$ cat src/rtl/piso_shifter_pkg.sv
package piso_shifter_pkg;
  localparam int STAGE_COUNT = 8;
  localparam int SYNC_STAGES = 2;
  localparam int LINK_PERIOD_NS = 125;
  localparam int CLOCK_PERIOD_NS = 5;
  localparam int SAMPLES_PER_LINK = LINK_PERIOD_NS / CLOCK_PERIOD_NS;
endpackage : piso_shifter_pkg

$ cat src/rtl/pin_sync.sv
`timescale 1ns/100ps
`default_nettype none
module pin_sync #(
  parameter int WIDTH = 1
) (
  // Clock and reset
  input wire logic clock,
  input wire logic reset_n,
  // Pins
  input wire logic [WIDTH-1:0] pinIn,
  output logic [WIDTH-1:0] pinOut
);
  logic [WIDTH-1:0] meta_q;
  logic [WIDTH-1:0] stable_q;

  always_ff @(posedge clock or negedge reset_n) begin
    if (!reset_n) begin
      meta_q <= '0;
      stable_q <= '0;
    end else begin
      meta_q <= pinIn;
      stable_q <= meta_q;
    end
  end

  assign pinOut = stable_q;
endmodule : pin_sync
`default_nettype wire

$ cat src/rtl/parallel_in_serial_out_shifter.sv
`timescale 1ns/100ps
`default_nettype none
module parallel_in_serial_out_shifter
  import piso_shifter_pkg::*;
#(
  parameter int STAGES = STAGE_COUNT
) (
  // Clock and reset
  input wire logic clock,
  input wire logic reset_n,
  // Control pins
  input wire logic load_control_n,
  input wire logic linkClock,
  input wire logic clock_inhibit,
  input wire logic first_stage_data_in,
  // Parallel data pins
  input wire logic [STAGES-1:0] parallelIn,
  // Serial outputs
  output logic serialOut,
  output logic serialOutInv
);
  // ****************************************
  // Parameter check
  // ****************************************
  if (STAGES < 2) begin : g_bad_stages
    $error("STAGES must be at least two");
  end

  // ****************************************
  // Input synchronisers
  // ****************************************
  logic [STAGES+3:0] pinsRaw;
  logic [STAGES+3:0] pinsSync;
  // Load inverted so a cleared synchroniser reads idle
  assign pinsRaw = {parallelIn, first_stage_data_in, clock_inhibit, linkClock, ~load_control_n};

  pin_sync #(.WIDTH(STAGES + 4)) u_sync (
    .clock(clock),
    .reset_n(reset_n),
    .pinIn(pinsRaw),
    .pinOut(pinsSync)
  );

  logic loadN;
  logic clkS;
  logic inhS;
  logic serS;
  logic [STAGES-1:0] parS;
  assign loadN = ~pinsSync[0];
  assign clkS = pinsSync[1];
  assign inhS = pinsSync[2];
  assign serS = pinsSync[3];
  assign parS = pinsSync[STAGES+3:4];

  // ****************************************
  // Edge detection
  // ****************************************
  logic clkPrev_q;
  logic inhPrev_q;
  logic shiftEvent;

  always_ff @(posedge clock or negedge reset_n) begin
    if (!reset_n) begin
      clkPrev_q <= 1'b1;
      inhPrev_q <= 1'b1;
    end else begin
      clkPrev_q <= clkS;
      inhPrev_q <= inhS;
    end
  end

  // Gated clock is OR of both pins; its rising edge shifts
  assign shiftEvent = loadN && !(clkPrev_q || inhPrev_q) && (clkS || inhS);

  // ****************************************
  // Stage register, no reset
  // ****************************************
  logic [STAGES-1:0] stages_q;

  always_ff @(posedge clock) begin
    if (!loadN) begin
      stages_q <= parS;
    end else if (shiftEvent) begin
      stages_q <= {stages_q[STAGES-2:0], serS};
    end
    // Otherwise hold; power-up contents undefined
  end

  // ****************************************
  // Serial outputs
  // ****************************************
  // Output flops keep data outputs registered
  always_ff @(posedge clock) begin
    serialOut <= stages_q[STAGES-1];
    serialOutInv <= ~stages_q[STAGES-1];
  end

  // ****************************************
  // Assertions
  // ****************************************
  // Set by the first load; stages hold known data from then on
  logic primed_q;

  always_ff @(posedge clock or negedge reset_n) begin
    if (!reset_n) begin
      primed_q <= 1'b0;
    end else if (!loadN) begin
      primed_q <= 1'b1;
    end
  end

  property p_load;
    @(posedge clock) disable iff (!reset_n) !loadN |=> stages_q == $past(parS);
  endproperty
  a_load: assert property (p_load) else $error("parallel load missed");

  property p_shift;
    @(posedge clock) disable iff (!reset_n)
      (shiftEvent && primed_q) |=> stages_q == {$past(stages_q[STAGES-2:0]), $past(serS)};
  endproperty
  a_shift: assert property (p_shift) else $error("shift wrong");

  property p_hold;
    @(posedge clock) disable iff (!reset_n)
      (primed_q && loadN && !shiftEvent) |=> $stable(stages_q);
  endproperty
  a_hold: assert property (p_hold) else $error("stages changed without cause");

  property p_inhibit_blocks;
    @(posedge clock) disable iff (!reset_n) (inhS && inhPrev_q) |-> !shiftEvent;
  endproperty
  a_inhibit_blocks: assert property (p_inhibit_blocks) else $error("shift while inhibited");

  property p_inh_edge;
    @(posedge clock) disable iff (!reset_n)
      (loadN && !clkS && !clkPrev_q && !inhPrev_q && inhS) |-> shiftEvent;
  endproperty
  a_inh_edge: assert property (p_inh_edge) else $error("inhibit edge did not shift");

  property p_clk_edge;
    @(posedge clock) disable iff (!reset_n)
      (loadN && !inhS && !inhPrev_q && !clkPrev_q && clkS) |-> shiftEvent;
  endproperty
  a_clk_edge: assert property (p_clk_edge) else $error("clock edge did not shift");

  property p_out;
    @(posedge clock) disable iff (!reset_n)
      primed_q |=> (serialOut == $past(stages_q[STAGES-1])) && (serialOutInv == !serialOut);
  endproperty
  a_out: assert property (p_out) else $error("serial outputs wrong");

  property p_width;
    @(posedge clock) disable iff (!reset_n)
      !loadN ##1 !loadN |=> stages_q[STAGES-1] == $past(parS[STAGES-1]);
  endproperty
  a_width: assert property (p_width) else $error("last stage not loaded");

  property p_first_stage;
    @(posedge clock) disable iff (!reset_n)
      shiftEvent |=> stages_q[0] == $past(serS);
  endproperty
  a_first_stage: assert property (p_first_stage) else $error("first stage wrong");

  property p_load_no_shift;
    @(posedge clock) disable iff (!reset_n)
      !loadN |-> !shiftEvent;
  endproperty
  a_load_no_shift: assert property (p_load_no_shift) else $error("shift during load");

  property p_par_ignored;
    @(posedge clock) disable iff (!reset_n)
      (primed_q && loadN && !shiftEvent && $changed(parS)) |=> $stable(stages_q);
  endproperty
  a_par_ignored: assert property (p_par_ignored) else $error("parallel pins leaked");

  property p_inh_late;
    @(posedge clock) disable iff (!reset_n)
      (clkS && clkPrev_q && inhS && !inhPrev_q) |-> !shiftEvent;
  endproperty
  a_inh_late: assert property (p_inh_late) else $error("late inhibit shifted");

  property p_clk_high_hold;
    @(posedge clock) disable iff (!reset_n)
      (primed_q && loadN && clkS && clkPrev_q) |=> $stable(stages_q);
  endproperty
  a_clk_high_hold: assert property (p_clk_high_hold) else $error("moved with clock high");

  property p_inh_high_hold;
    @(posedge clock) disable iff (!reset_n)
      (primed_q && loadN && inhS && inhPrev_q) |=> $stable(stages_q);
  endproperty
  a_inh_high_hold: assert property (p_inh_high_hold) else $error("moved with inhibit high");

  property p_ser_ignored;
    @(posedge clock) disable iff (!reset_n)
      (primed_q && loadN && !shiftEvent && $changed(serS)) |=> $stable(stages_q);
  endproperty
  a_ser_ignored: assert property (p_ser_ignored) else $error("serial pin leaked");

  property p_out_quiet;
    @(posedge clock) disable iff (!reset_n)
      (primed_q && $stable(stages_q[STAGES-1])) |=> $stable(serialOut);
  endproperty
  a_out_quiet: assert property (p_out_quiet) else $error("output moved alone");

  property p_single_shift;
    @(posedge clock) disable iff (!reset_n)
      shiftEvent |=> !shiftEvent;
  endproperty
  a_single_shift: assert property (p_single_shift) else $error("two shifts for one edge");

  property p_out_inverse;
    @(posedge clock) disable iff (!reset_n)
      primed_q |=> serialOutInv == !$past(stages_q[STAGES-1]);
  endproperty
  a_out_inverse: assert property (p_out_inverse) else $error("inverted output wrong");
endmodule : parallel_in_serial_out_shifter
`default_nettype wire

$ cat config.mk
export PLATFORM = sky130hd
export DESIGN_NAME = parallel_in_serial_out_shifter
export DESIGN_NICKNAME = d
export VERILOG_FILES = /design/src/rtl/piso_shifter_pkg.sv /design/src/rtl/pin_sync.sv /design/src/rtl/parallel_in_serial_out_shifter.sv
export SDC_FILE = /design/constraint.sdc
export NUM_CORES = 1
export LEC_CHECK = 0
export ABC_CLOCK_PERIOD_IN_PS = 2100
export BUFFER_PORTS_ARGS = -buffer_cell sky130_fd_sc_hd__buf_2
export CAP_MARGIN = 25
export CORE_ASPECT_RATIO = 0.75
export CORE_MARGIN = 1.5
export CORE_UTILIZATION = 50
export CTS_CLUSTER_DIAMETER = 120
export CTS_CLUSTER_SIZE = 20
export DETAILED_ROUTE_END_ITERATION = 10
export GPL_ROUTABILITY_DRIVEN = 0
export PLACE_DENSITY = 0.78
export SKIP_CTS_REPAIR_TIMING = 1
export SLEW_MARGIN = 20
export SYNTH_ARGS = -nofsm -noshare
export SYNTH_HDL_FRONTEND = slang
export SYNTH_SLANG_ARGS = --single-unit
export TNS_END_PERCENT = 50
$ cat constraint.sdc
create_clock -name clock -period 2.1 [get_ports clock]
set_clock_uncertainty 0.05 [all_clocks]
set_input_delay 0.315 -clock clock [delete_from_list [all_inputs] [get_ports clock]]
set_output_delay 0.315 -clock clock [all_outputs]
set_load 0.05 [all_outputs]
# Word level (Yosys, flattened, before mapping)
# Cells that the tools add are included.
# op_classes
muxes	2
n_mul	0
n_eq_ne	0
shifts	0
n_reduce_logical	6
addsub	0
magnitude_cmp	0
n_bitwise	3
div	0
# ops
op	count
8-bit 2-to-1 mux	2
1-bit NOT	3
1-bit logical AND	2
1-bit logical OR	2
2-bit nonzero test	1
1-bit logical NOT	1
# word_totals
mem_bits_ro	0
elab_cells	18
ramBits	0
latchBits	0
ff_bits	36
memories	0

# Depth between registers and ports, before layout
# Gate-level depths: netlist (run 1).
# logic_depth
ltp_word	6
ltp_mapped	3

# Cells and area by module
# From an unflattened synthesis (run 1), not the netlist that was laid out.
# unflattened
hier_cells	50
area_unflattened_um2	1087.3
# modules_own_cells
mod	instances	area_each_um2	cells_each
pin_sync	1	600.6	24
parallel_in_serial_out_shifter	1	486.7	26

# Worst setup path before layout (run 1)
# Ideal clock, no wire load.
# synth_timing
path_type	reg2reg
start	register inhPrev_q
end	register stages_q[0], enable pin
path_slack_ns	0.589
stages_incl_launch_ff	2
arrival_time_ns	1.075
n_path_buf	0
period_less_slack_ns	1.511
path_cell_list	dfstp_2 -> o31ai_1
# synth_between
elab_chain_len	5
# synth_rtl
element	line	source
start: declaration	parallel_in_serial_out_shifter.sv:59	logic inhPrev_q;
start signal: assignment	parallel_in_serial_out_shifter.sv:68	inhPrev_q <= inhS;
1-bit logical OR	parallel_in_serial_out_shifter.sv:73	assign shiftEvent = loadN && !(clkPrev_q || inhPrev_q) && (clkS || inhS);
1-bit logical NOT	parallel_in_serial_out_shifter.sv:73	
1-bit logical AND (2 in a row)	parallel_in_serial_out_shifter.sv:73	
2-bit nonzero test (no line)	-	
end signal: assignment	parallel_in_serial_out_shifter.sv:82	stages_q <= parS;
end signal: assignment	parallel_in_serial_out_shifter.sv:84	stages_q <= {stages_q[STAGES-2:0], serS};
end: declaration	parallel_in_serial_out_shifter.sv:78	logic [STAGES-1:0] stages_q;
# Every way passes these cells.
# A chain may end at the register's enable or synchronous reset.

# Worst setup path in the final report (run 1)
# layout_timing
start	register u_sync.stable_q[0] (netlist: u_sync.pinOut[0])
end	register stages_q[2], enable pin
# layout_between
elab_chain_len	4
# layout_rtl
element	line	source
start: declaration	pin_sync.sv:14	logic [WIDTH-1:0] stable_q;
start signal: assignment	pin_sync.sv:22	stable_q <= meta_q;
1-bit NOT	parallel_in_serial_out_shifter.sv:49	assign loadN = ~pinsSync[0];
1-bit logical AND (2 in a row)	parallel_in_serial_out_shifter.sv:73	
2-bit nonzero test (no line) (*)	-	
# Mark *: on every way between the ends. The rest lies on a longest branch, timed or not.

==> results.cfg, run 1 <==
[route]
post_drt_via_cell_ratio = 4.41
total_wirelength_of_the_detailed_routed_design_mm = 1.16
detail_route.drc_violations = 0
postRouteAntennaNets = 0
drt-pass1-iter-count = 3
drt_first_iter_violations = 1
vias = 432
wire_per_inst_um = 11.8

[setup_path]
end_kind = flop
critPathMaxFanout = 9
path_class = reg2reg
data_arrival_time_of_the_critical_path_ns = 1.31
setup_slack_of_the_worst_register_to_register_path_ns = 0.78
r2r-start = u_sync.pinOut[0]$_DFF_PN0_
regToRegEndpoint = stages_q[2]$_DFFE_PP_
worst_ep_required_time_ns = 2.09
worst_reg2reg_path_length_in_cells = 3
timing.critical_path.from_type = flop

[global_route]
track_usage_pct = 11.9
grt_pass1_wl_mm = 1.90
grt_overflow = 0
grt_start_max_net_pins = 27
grt_antenna_before_repair = 0
first_global_vias = 431

[synthesis]
sequential_element_share_of_the_synthesized_area_pct = 85.8
synthesis.instances = 50
yosys_warnings = 0
total_of_flip_flops_plus_latches_after_synthesis = 36
mappedNetlistNets = 64
post_synth_instance_area_um2 = 1090
ys_types = 9
avg_synthesized_cell_area_um2 = 21.7

[die]
row_count = 14
die_width_um = 56.8
fp.coreArea_um2 = 2030
die_h_um = 43.4
io-pin-count = 16
start_util_pct = 53.5
fp.dieArea_um2 = 2470

[clock_tree]
tritoncts.num_buffers = 5
clk_path_buf_depth = 2
tritoncts = yes
clk_pin_slew_worst_paths_ns = 0.09
clock_insertion_delay_worst_skew_ns = 0.32
clock-root-buffer = sky130_fd_sc_hd__clkbuf_4
h-tree-depth = 2
clkSinkCount = 36

[power]
power.share.sequential_pct = 64.7
peakVddDrop_v = 0.000574
switchingPower_uw = 241
power.share.clock_pct = 29.5
powerDensity_nw_per_um2 = 958
switching_share_pct = 20.0
power.static_leakage_uw = 0.000583
power.share.combinational_pct = 5.8
power.internal_uw = 963

[place]
io_buffer_count = 15
dp_hpwl_um = 787

[worst_hold_path]
hold_end = u_sync.meta_q[9]$_DFF_PN0_
hold_start = parallelIn[5]
min_path_cells = 1
type_of_the_most_critical_hold_path = in2reg

[cells_and_area]
final_common_cell = sky130_fd_sc_hd__dfrtp_1
antennaDiodeCount = 0
final_util_pct = 61.9
nNetsFinal = 87
final_cell_mix = 24 x sky130_fd_sc_hd__dfrtp_1, 15 x sky130_fd_sc_hd__buf_2, 8 x sky130_fd_sc_hd__mux2_4, 8 x sky130_fd_sc_hd__edfxtp_1, 5 x sky130_fd_sc_hd__clkbuf_4
post_route_cells_drive_above_1_share_pct = 43.2
syn2layout_area_growth_pct = 15.7

[timing]
setup_repair_after_global_routing_missed_its_margin = no
worst_pin_slew_ns = 0.536
post-route-min-period_ns = 1.32
report.final.hold_viol_count = 0
finalCritPeriodShare_pct = 62.8
fin_setup_tns_ns = 0
max_slew_margin_pct = 64.2
report.final.setup_viol = 0
timing.final.max_slew_violations = 0
fmax_ghz = 0.758

[run]
cap_viol_max_count = 0

[status]
status = complete, no violations
cell families after synthesis:
logic type      Yosys count  share of synthesized area, %
compound gates            1                         0.691
buf+inv                   4                          2.07
flops                    36                          85.8
mux                       8                          11.0
simple gates              1                         0.345
worst max-delay path: stages (launching register included):
cell                      delay (ns)
sky130_fd_sc_hd__dfrtp_1        0.64
sky130_fd_sc_hd__inv_1          0.08
sky130_fd_sc_hd__o31ai_1        0.07
sky130_fd_sc_hd__buf_4          0.20
power by group through the flow:
stage                     combinational, uW  sequential [uW]  clock, uW
after floorplan                        33.2              799          0
after global placement                 66.4              793          0
after detailed placement               69.4              795          0
after CTS                              69.6              781        373
after global routing                   74.8              785        406
final                                  69.3              780        356
how the worst max path moves through the flow:
stage	from	to	slack, ns	depth (start not counted)
after floorplan	inhPrev_q$_DFF_PN1_	stages_q[0]$_DFFE_PP_	0.59	1
after global placement	u_sync.pinOut[0]$_DFF_PN0_	stages_q[2]$_DFFE_PP_	0.79	3
after detailed placement	u_sync.pinOut[0]$_DFF_PN0_	stages_q[3]$_DFFE_PP_	0.77	3
after CTS	u_sync.pinOut[0]$_DFF_PN0_	stages_q[3]$_DFFE_PP_	0.77	3
after global routing	u_sync.pinOut[0]$_DFF_PN0_	stages_q[2]$_DFFE_PP_	0.71	3
final	u_sync.pinOut[0]$_DFF_PN0_	stages_q[2]$_DFFE_PP_	0.78	3
layer usage:
| layer | share of wire, % | global-route usage [%] | vias to the layer above |
|---|---|---|---|
| li1 | - | - | 211 |
| met1 | 44 | 13.2 | 201 |
| met2 | 47 | 17.9 | 18 |
| met3 | 6.6 | 8.06 | 2 |
| met4 | 1.8 | 5.58 | 0 |
| met5 | 0 | 0 | - |
registers in the layout, summed over array words and instances (netlist names):
signal and count:
u_sync.pinOut 12, inhPrev_q 1, serialOut 1, stages_q 8, serialOutInv 1, u_sync.meta_q 12, clkPrev_q 1
cells in the mapped netlist:
cell / n / area share, %
sky130_fd_sc_hd__dfstp_2: 2 / 4.8
sky130_fd_sc_hd__edfxtp_1: 8 / 22
sky130_fd_sc_hd__inv_1: 3 / 1.0
sky130_fd_sc_hd__mux2_4: 8 / 11
sky130_fd_sc_hd__dfxtp_1: 2 / 3.7
sky130_fd_sc_hd__nor2_1: 1 / 0.34
sky130_fd_sc_hd__buf_6: 1 / 1.0
sky130_fd_sc_hd__dfrtp_1: 24 / 55
sky130_fd_sc_hd__o31ai_1: 1 / 0.69
metrics by stage:
stage | setup slack, ns | power (uW) | cells | hold slack (ns) | cell area (um2)
after floorplan | 0.589 | 832 | 50 | -0.0306 | 1090
final | 0.781 | 1200 | 98 | 0.0437 | 1260
after global routing | 0.715 | 1260 | 98 | 0.0175 | 1260
after CTS | 0.770 | 1220 | 97 | -0.0838 | 1250
after global placement | 0.790 | 859 | 89 | 0.263 | 1190
after detailed placement | 0.774 | 864 | 89 | 0.274 | 1190
cell type report:
| type | count | area [um2] |
|---|---|---|
| clock buffers | 8 | 58.8 |
| fillers | 156 | 774 |
| inverters | 3 | 11.3 |
| multi-input cells | 10 | 131 |
| flip-flops and latches | 36 | 933 |
| well taps | 24 | 30.0 |
| repair buffers | 17 | 92.6 |
(Power assumes the default switching activity.)
==> run 2: changes to the inputs <==
--- a/config.mk
+++ b/config.mk
@@ -5,7 +5,8 @@
 export SDC_FILE = /design/constraint.sdc
 export NUM_CORES = 1
 export LEC_CHECK = 0
-export ABC_CLOCK_PERIOD_IN_PS = 2100
+export ABC_AREA = 1
+export ABC_CLOCK_PERIOD_IN_PS = 1300
 export BUFFER_PORTS_ARGS = -buffer_cell sky130_fd_sc_hd__buf_2
 export CAP_MARGIN = 25
 export CORE_ASPECT_RATIO = 0.75
==> constraint.sdc (replaced) <==
create_clock -name clock -period 1.3 [get_ports clock]
set_clock_uncertainty 0.05 [all_clocks]
set_input_delay 0.195 -clock clock [delete_from_list [all_inputs] [get_ports clock]]
set_output_delay 0.195 -clock clock [all_outputs]
set_load 0.05 [all_outputs]
==> run 2 against run 1 <==
Net effect:
- utilization rose by 6.2 points
- sequential share of layout area shrank 6.2 points
- die area fell by 1.6%
- first-iteration DRC count grew to 5.0 times the previous value
- highest routed layer unchanged
==> results.cfg, run 2 <==
[synthesis]
post_synth_instance_area_um2 = 1070
yosys_warnings = 0
synth_top_cell_area_share_pct = 56.2
synth.most_common_cell = sky130_fd_sc_hd__nand2_1
synthesis.instances = 70
post_synth_edffs = 8
yosys-top-cells-area = sky130_fd_sc_hd__dfrtp_1 56%, sky130_fd_sc_hd__edfxtp_1 22%, sky130_fd_sc_hd__nand2_1 9.5%
synthDominantAreaCellType = sky130_fd_sc_hd__dfrtp_1
ys_types = 9
post_synth_top_flop = sky130_fd_sc_hd__dfrtp_1
sequential_element_share_of_the_synthesized_area_pct = 87.4
mappedNetlistNets = 84
yosys-top-cells-count = 27 x sky130_fd_sc_hd__nand2_1, 24 x sky130_fd_sc_hd__dfrtp_1, 8 x sky130_fd_sc_hd__edfxtp_1, 4 x sky130_fd_sc_hd__inv_1
avg_synthesized_cell_area_um2 = 15.3
total_of_flip_flops_plus_latches_after_synthesis = 36
postSynth.asyncResetShare_pct = 72.2

[global_route]
grt_overflow = 0
track_usage_pct = 12.1
grt_pass1_wl_mm = 2.04
grt_antenna_before_repair = 0
grt_start_max_net_pins = 27
first_global_vias = 508

[die]
start_util_pct = 53.0
die_h_um = 43.0
fp.dieArea_um2 = 2430
fp.coreArea_um2 = 2010
io-pin-count = 16
die_width_um = 56.4
row_count = 14

[cells_and_area]
final_cell_mix = 27 x sky130_fd_sc_hd__nand2_1, 24 x sky130_fd_sc_hd__dfrtp_1, 15 x sky130_fd_sc_hd__buf_2, 13 x sky130_fd_sc_hd__dlygate4sd3_1, 8 x sky130_fd_sc_hd__edfxtp_1
syn2layout_area_growth_pct = 28.3
post_route_cells_drive_above_1_share_pct = 24.5
antennaDiodeCount = 0
register_area_um2 = 933
multi_input_area_um2 = 105
post_layout_nonfiller_instances = 130
final_common_cell = sky130_fd_sc_hd__nand2_1
nNetsFinal = 119
num-fill-cells = 142

[clock_tree]
clk_pin_slew_worst_paths_ns = 0.10
clkSinkCount = 36
clock_insertion_delay_worst_skew_ns = 0.31
clk_path_buf_depth = 2
tritoncts.num_buffers = 5
tritoncts = yes
h-tree-depth = 2
clock-root-buffer = sky130_fd_sc_hd__clkbuf_4

[timing]
post-route-min-period_ns = 1.16
holdWs_ns = 0.305
fin_setup_tns_ns = 0
setup_repair_after_global_routing_missed_its_margin = no
timing.final.max_slew_violations = 0
fmax_ghz = 0.859
worst_pin_slew_ns = 0.524
report.final.setup_viol = 0
max_slew_margin_pct = 65.1
report.final.hold_viol_count = 0
finalCritPeriodShare_pct = 89.6

[power]
powerDensity_nw_per_um2 = 1480
peakVddDrop_v = 0.00109
power.static_leakage_uw = 0.000661

[setup_path]
worst_ep_required_time_ns = 1.27
data_arrival_time_of_the_critical_path_ns = 1.13
cp_cell_sequence = nor2_1 -> nand2_1 -> nand2_1
timing.critical_path.from_type = flop
regToRegEndpoint = stages_q[7]$_DFFE_PP_
r2r-start = inhPrev_q$_DFF_PN1_
path_class = reg2reg
worst_path_most_repeated_cell = sky130_fd_sc_hd__nand2_1
critPathMaxFanout = 8
worst_setup_path_endpoint = stages_q[7]$_DFFE_PP_
worst_reg2reg_path_length_in_cells = 3
end_kind = flop
timing.critical_path.slowest_cell_delay_ns = 0.53
setup_slack_of_the_worst_register_to_register_path_ns = 0.14
critPathSlowestCell = sky130_fd_sc_hd__dfstp_2
launch_point_of_the_worst_path = inhPrev_q$_DFF_PN1_

[route]
detail_route.drc_violations = 0
drt_first_iter_violations = 5
wire_per_inst_um = 10.1
total_wirelength_of_the_detailed_routed_design_mm = 1.31
postRouteAntennaNets = 0
drt-pass1-iter-count = 2
post_drt_via_cell_ratio = 4.21
vias = 547

[run]
cap_viol_max_count = 0

[place]
dp_hpwl_um = 750
placedCellCount = 109
io_buffer_count = 15

[status]
status = complete, no violations

[worst_hold_path]
type_of_the_most_critical_hold_path = reg2reg
hold_start = u_sync.meta_q[7]$_DFF_PN0_
==> run 2: cell count changes after synthesis <==
cell,change
sky130_fd_sc_hd__inv_1,+1
sky130_fd_sc_hd__inv_2,+1
sky130_fd_sc_hd__mux2_4,-8
sky130_fd_sc_hd__nand2_1,+27
sky130_fd_sc_hd__o31ai_1,-1
==> run 2: stage by stage <==
| stage | worst slack [ns] | util [%] | total power, uW | area (um2) |
|---|---|---|---|---|
| CTS | 0.117 | 61.6 | 2030 | 1240 |
| finish | 0.135 | 68.1 | 2030 | 1370 |
| detailed placement | 0.128 | 58.1 | 1380 | 1170 |
| global route | 0.0802 | 68.1 | 2140 | 1370 |
| global placement | 0.165 | 58.1 | 1370 | 1170 |
| floorplan | 0.200 | - | 1330 | 1070 |
==> run 2: final cells by class <==
cell class | instances | share of cell area [%]
Clock inverter | 1 | 0.365
Sequential cell | 36 | 68.1
Timing Repair Buffer | 29 | 15.5
Multi-Input combinational cell | 28 | 7.66
Inverter | 5 | 1.37
Tap cell | 24 | 2.19
Clock buffer | 7 | 4.84
==> run 2: worst min-delay path by stage <==
stage | end | slack [ns] | cells past startpoint
2_1_floorplan | u_sync.meta_q[0]$_DFF_PN0_ | -0.15 | 0
4_1_cts | u_sync.meta_q[6]$_DFF_PN0_ | -0.21 | 1
6_report | u_sync.pinOut[7]$_DFF_PN0_ | 0.30 | 0
3_3_place_gp | u_sync.meta_q[3]$_DFF_PN0_ | 0.14 | 1
5_1_grt | u_sync.pinOut[7]$_DFF_PN0_ | 0.33 | 0
3_5_place_dp | u_sync.meta_q[6]$_DFF_PN0_ | 0.15 | 1
==> run 2: report_power, final <==
part / switching [uW] / internal (uW)
Sequential: 20.0 / 1230
Clock: 324 / 326
Combinational: 72.2 / 57.3
==> run 2: logic make-up (layout without fill, tap and decap cells) <==
family	after synthesis	after routing	synth area share (%)
buffers and inverters	6	42	2.81
DFF	36	36	87.4
and+or+nand+nor	28	28	9.84
==> run 2: routing by layer <==
metal / part of all wire (%) / up-vias / track usage (%)
met2: 49 / 15 / 16.9
met4: 0.76 / 0 / 7.14
met3: 5.0 / 2 / 6.40
li1: - / 282 / -
met1: 45 / 248 / 15.0
met5: 0 / - / 0
==> run 2: critical path, delay by kind of cell (launching register included) <==
family	cells	cell delay [ns]
DFF	1	0.53
and+or+nand+nor	3	0.29
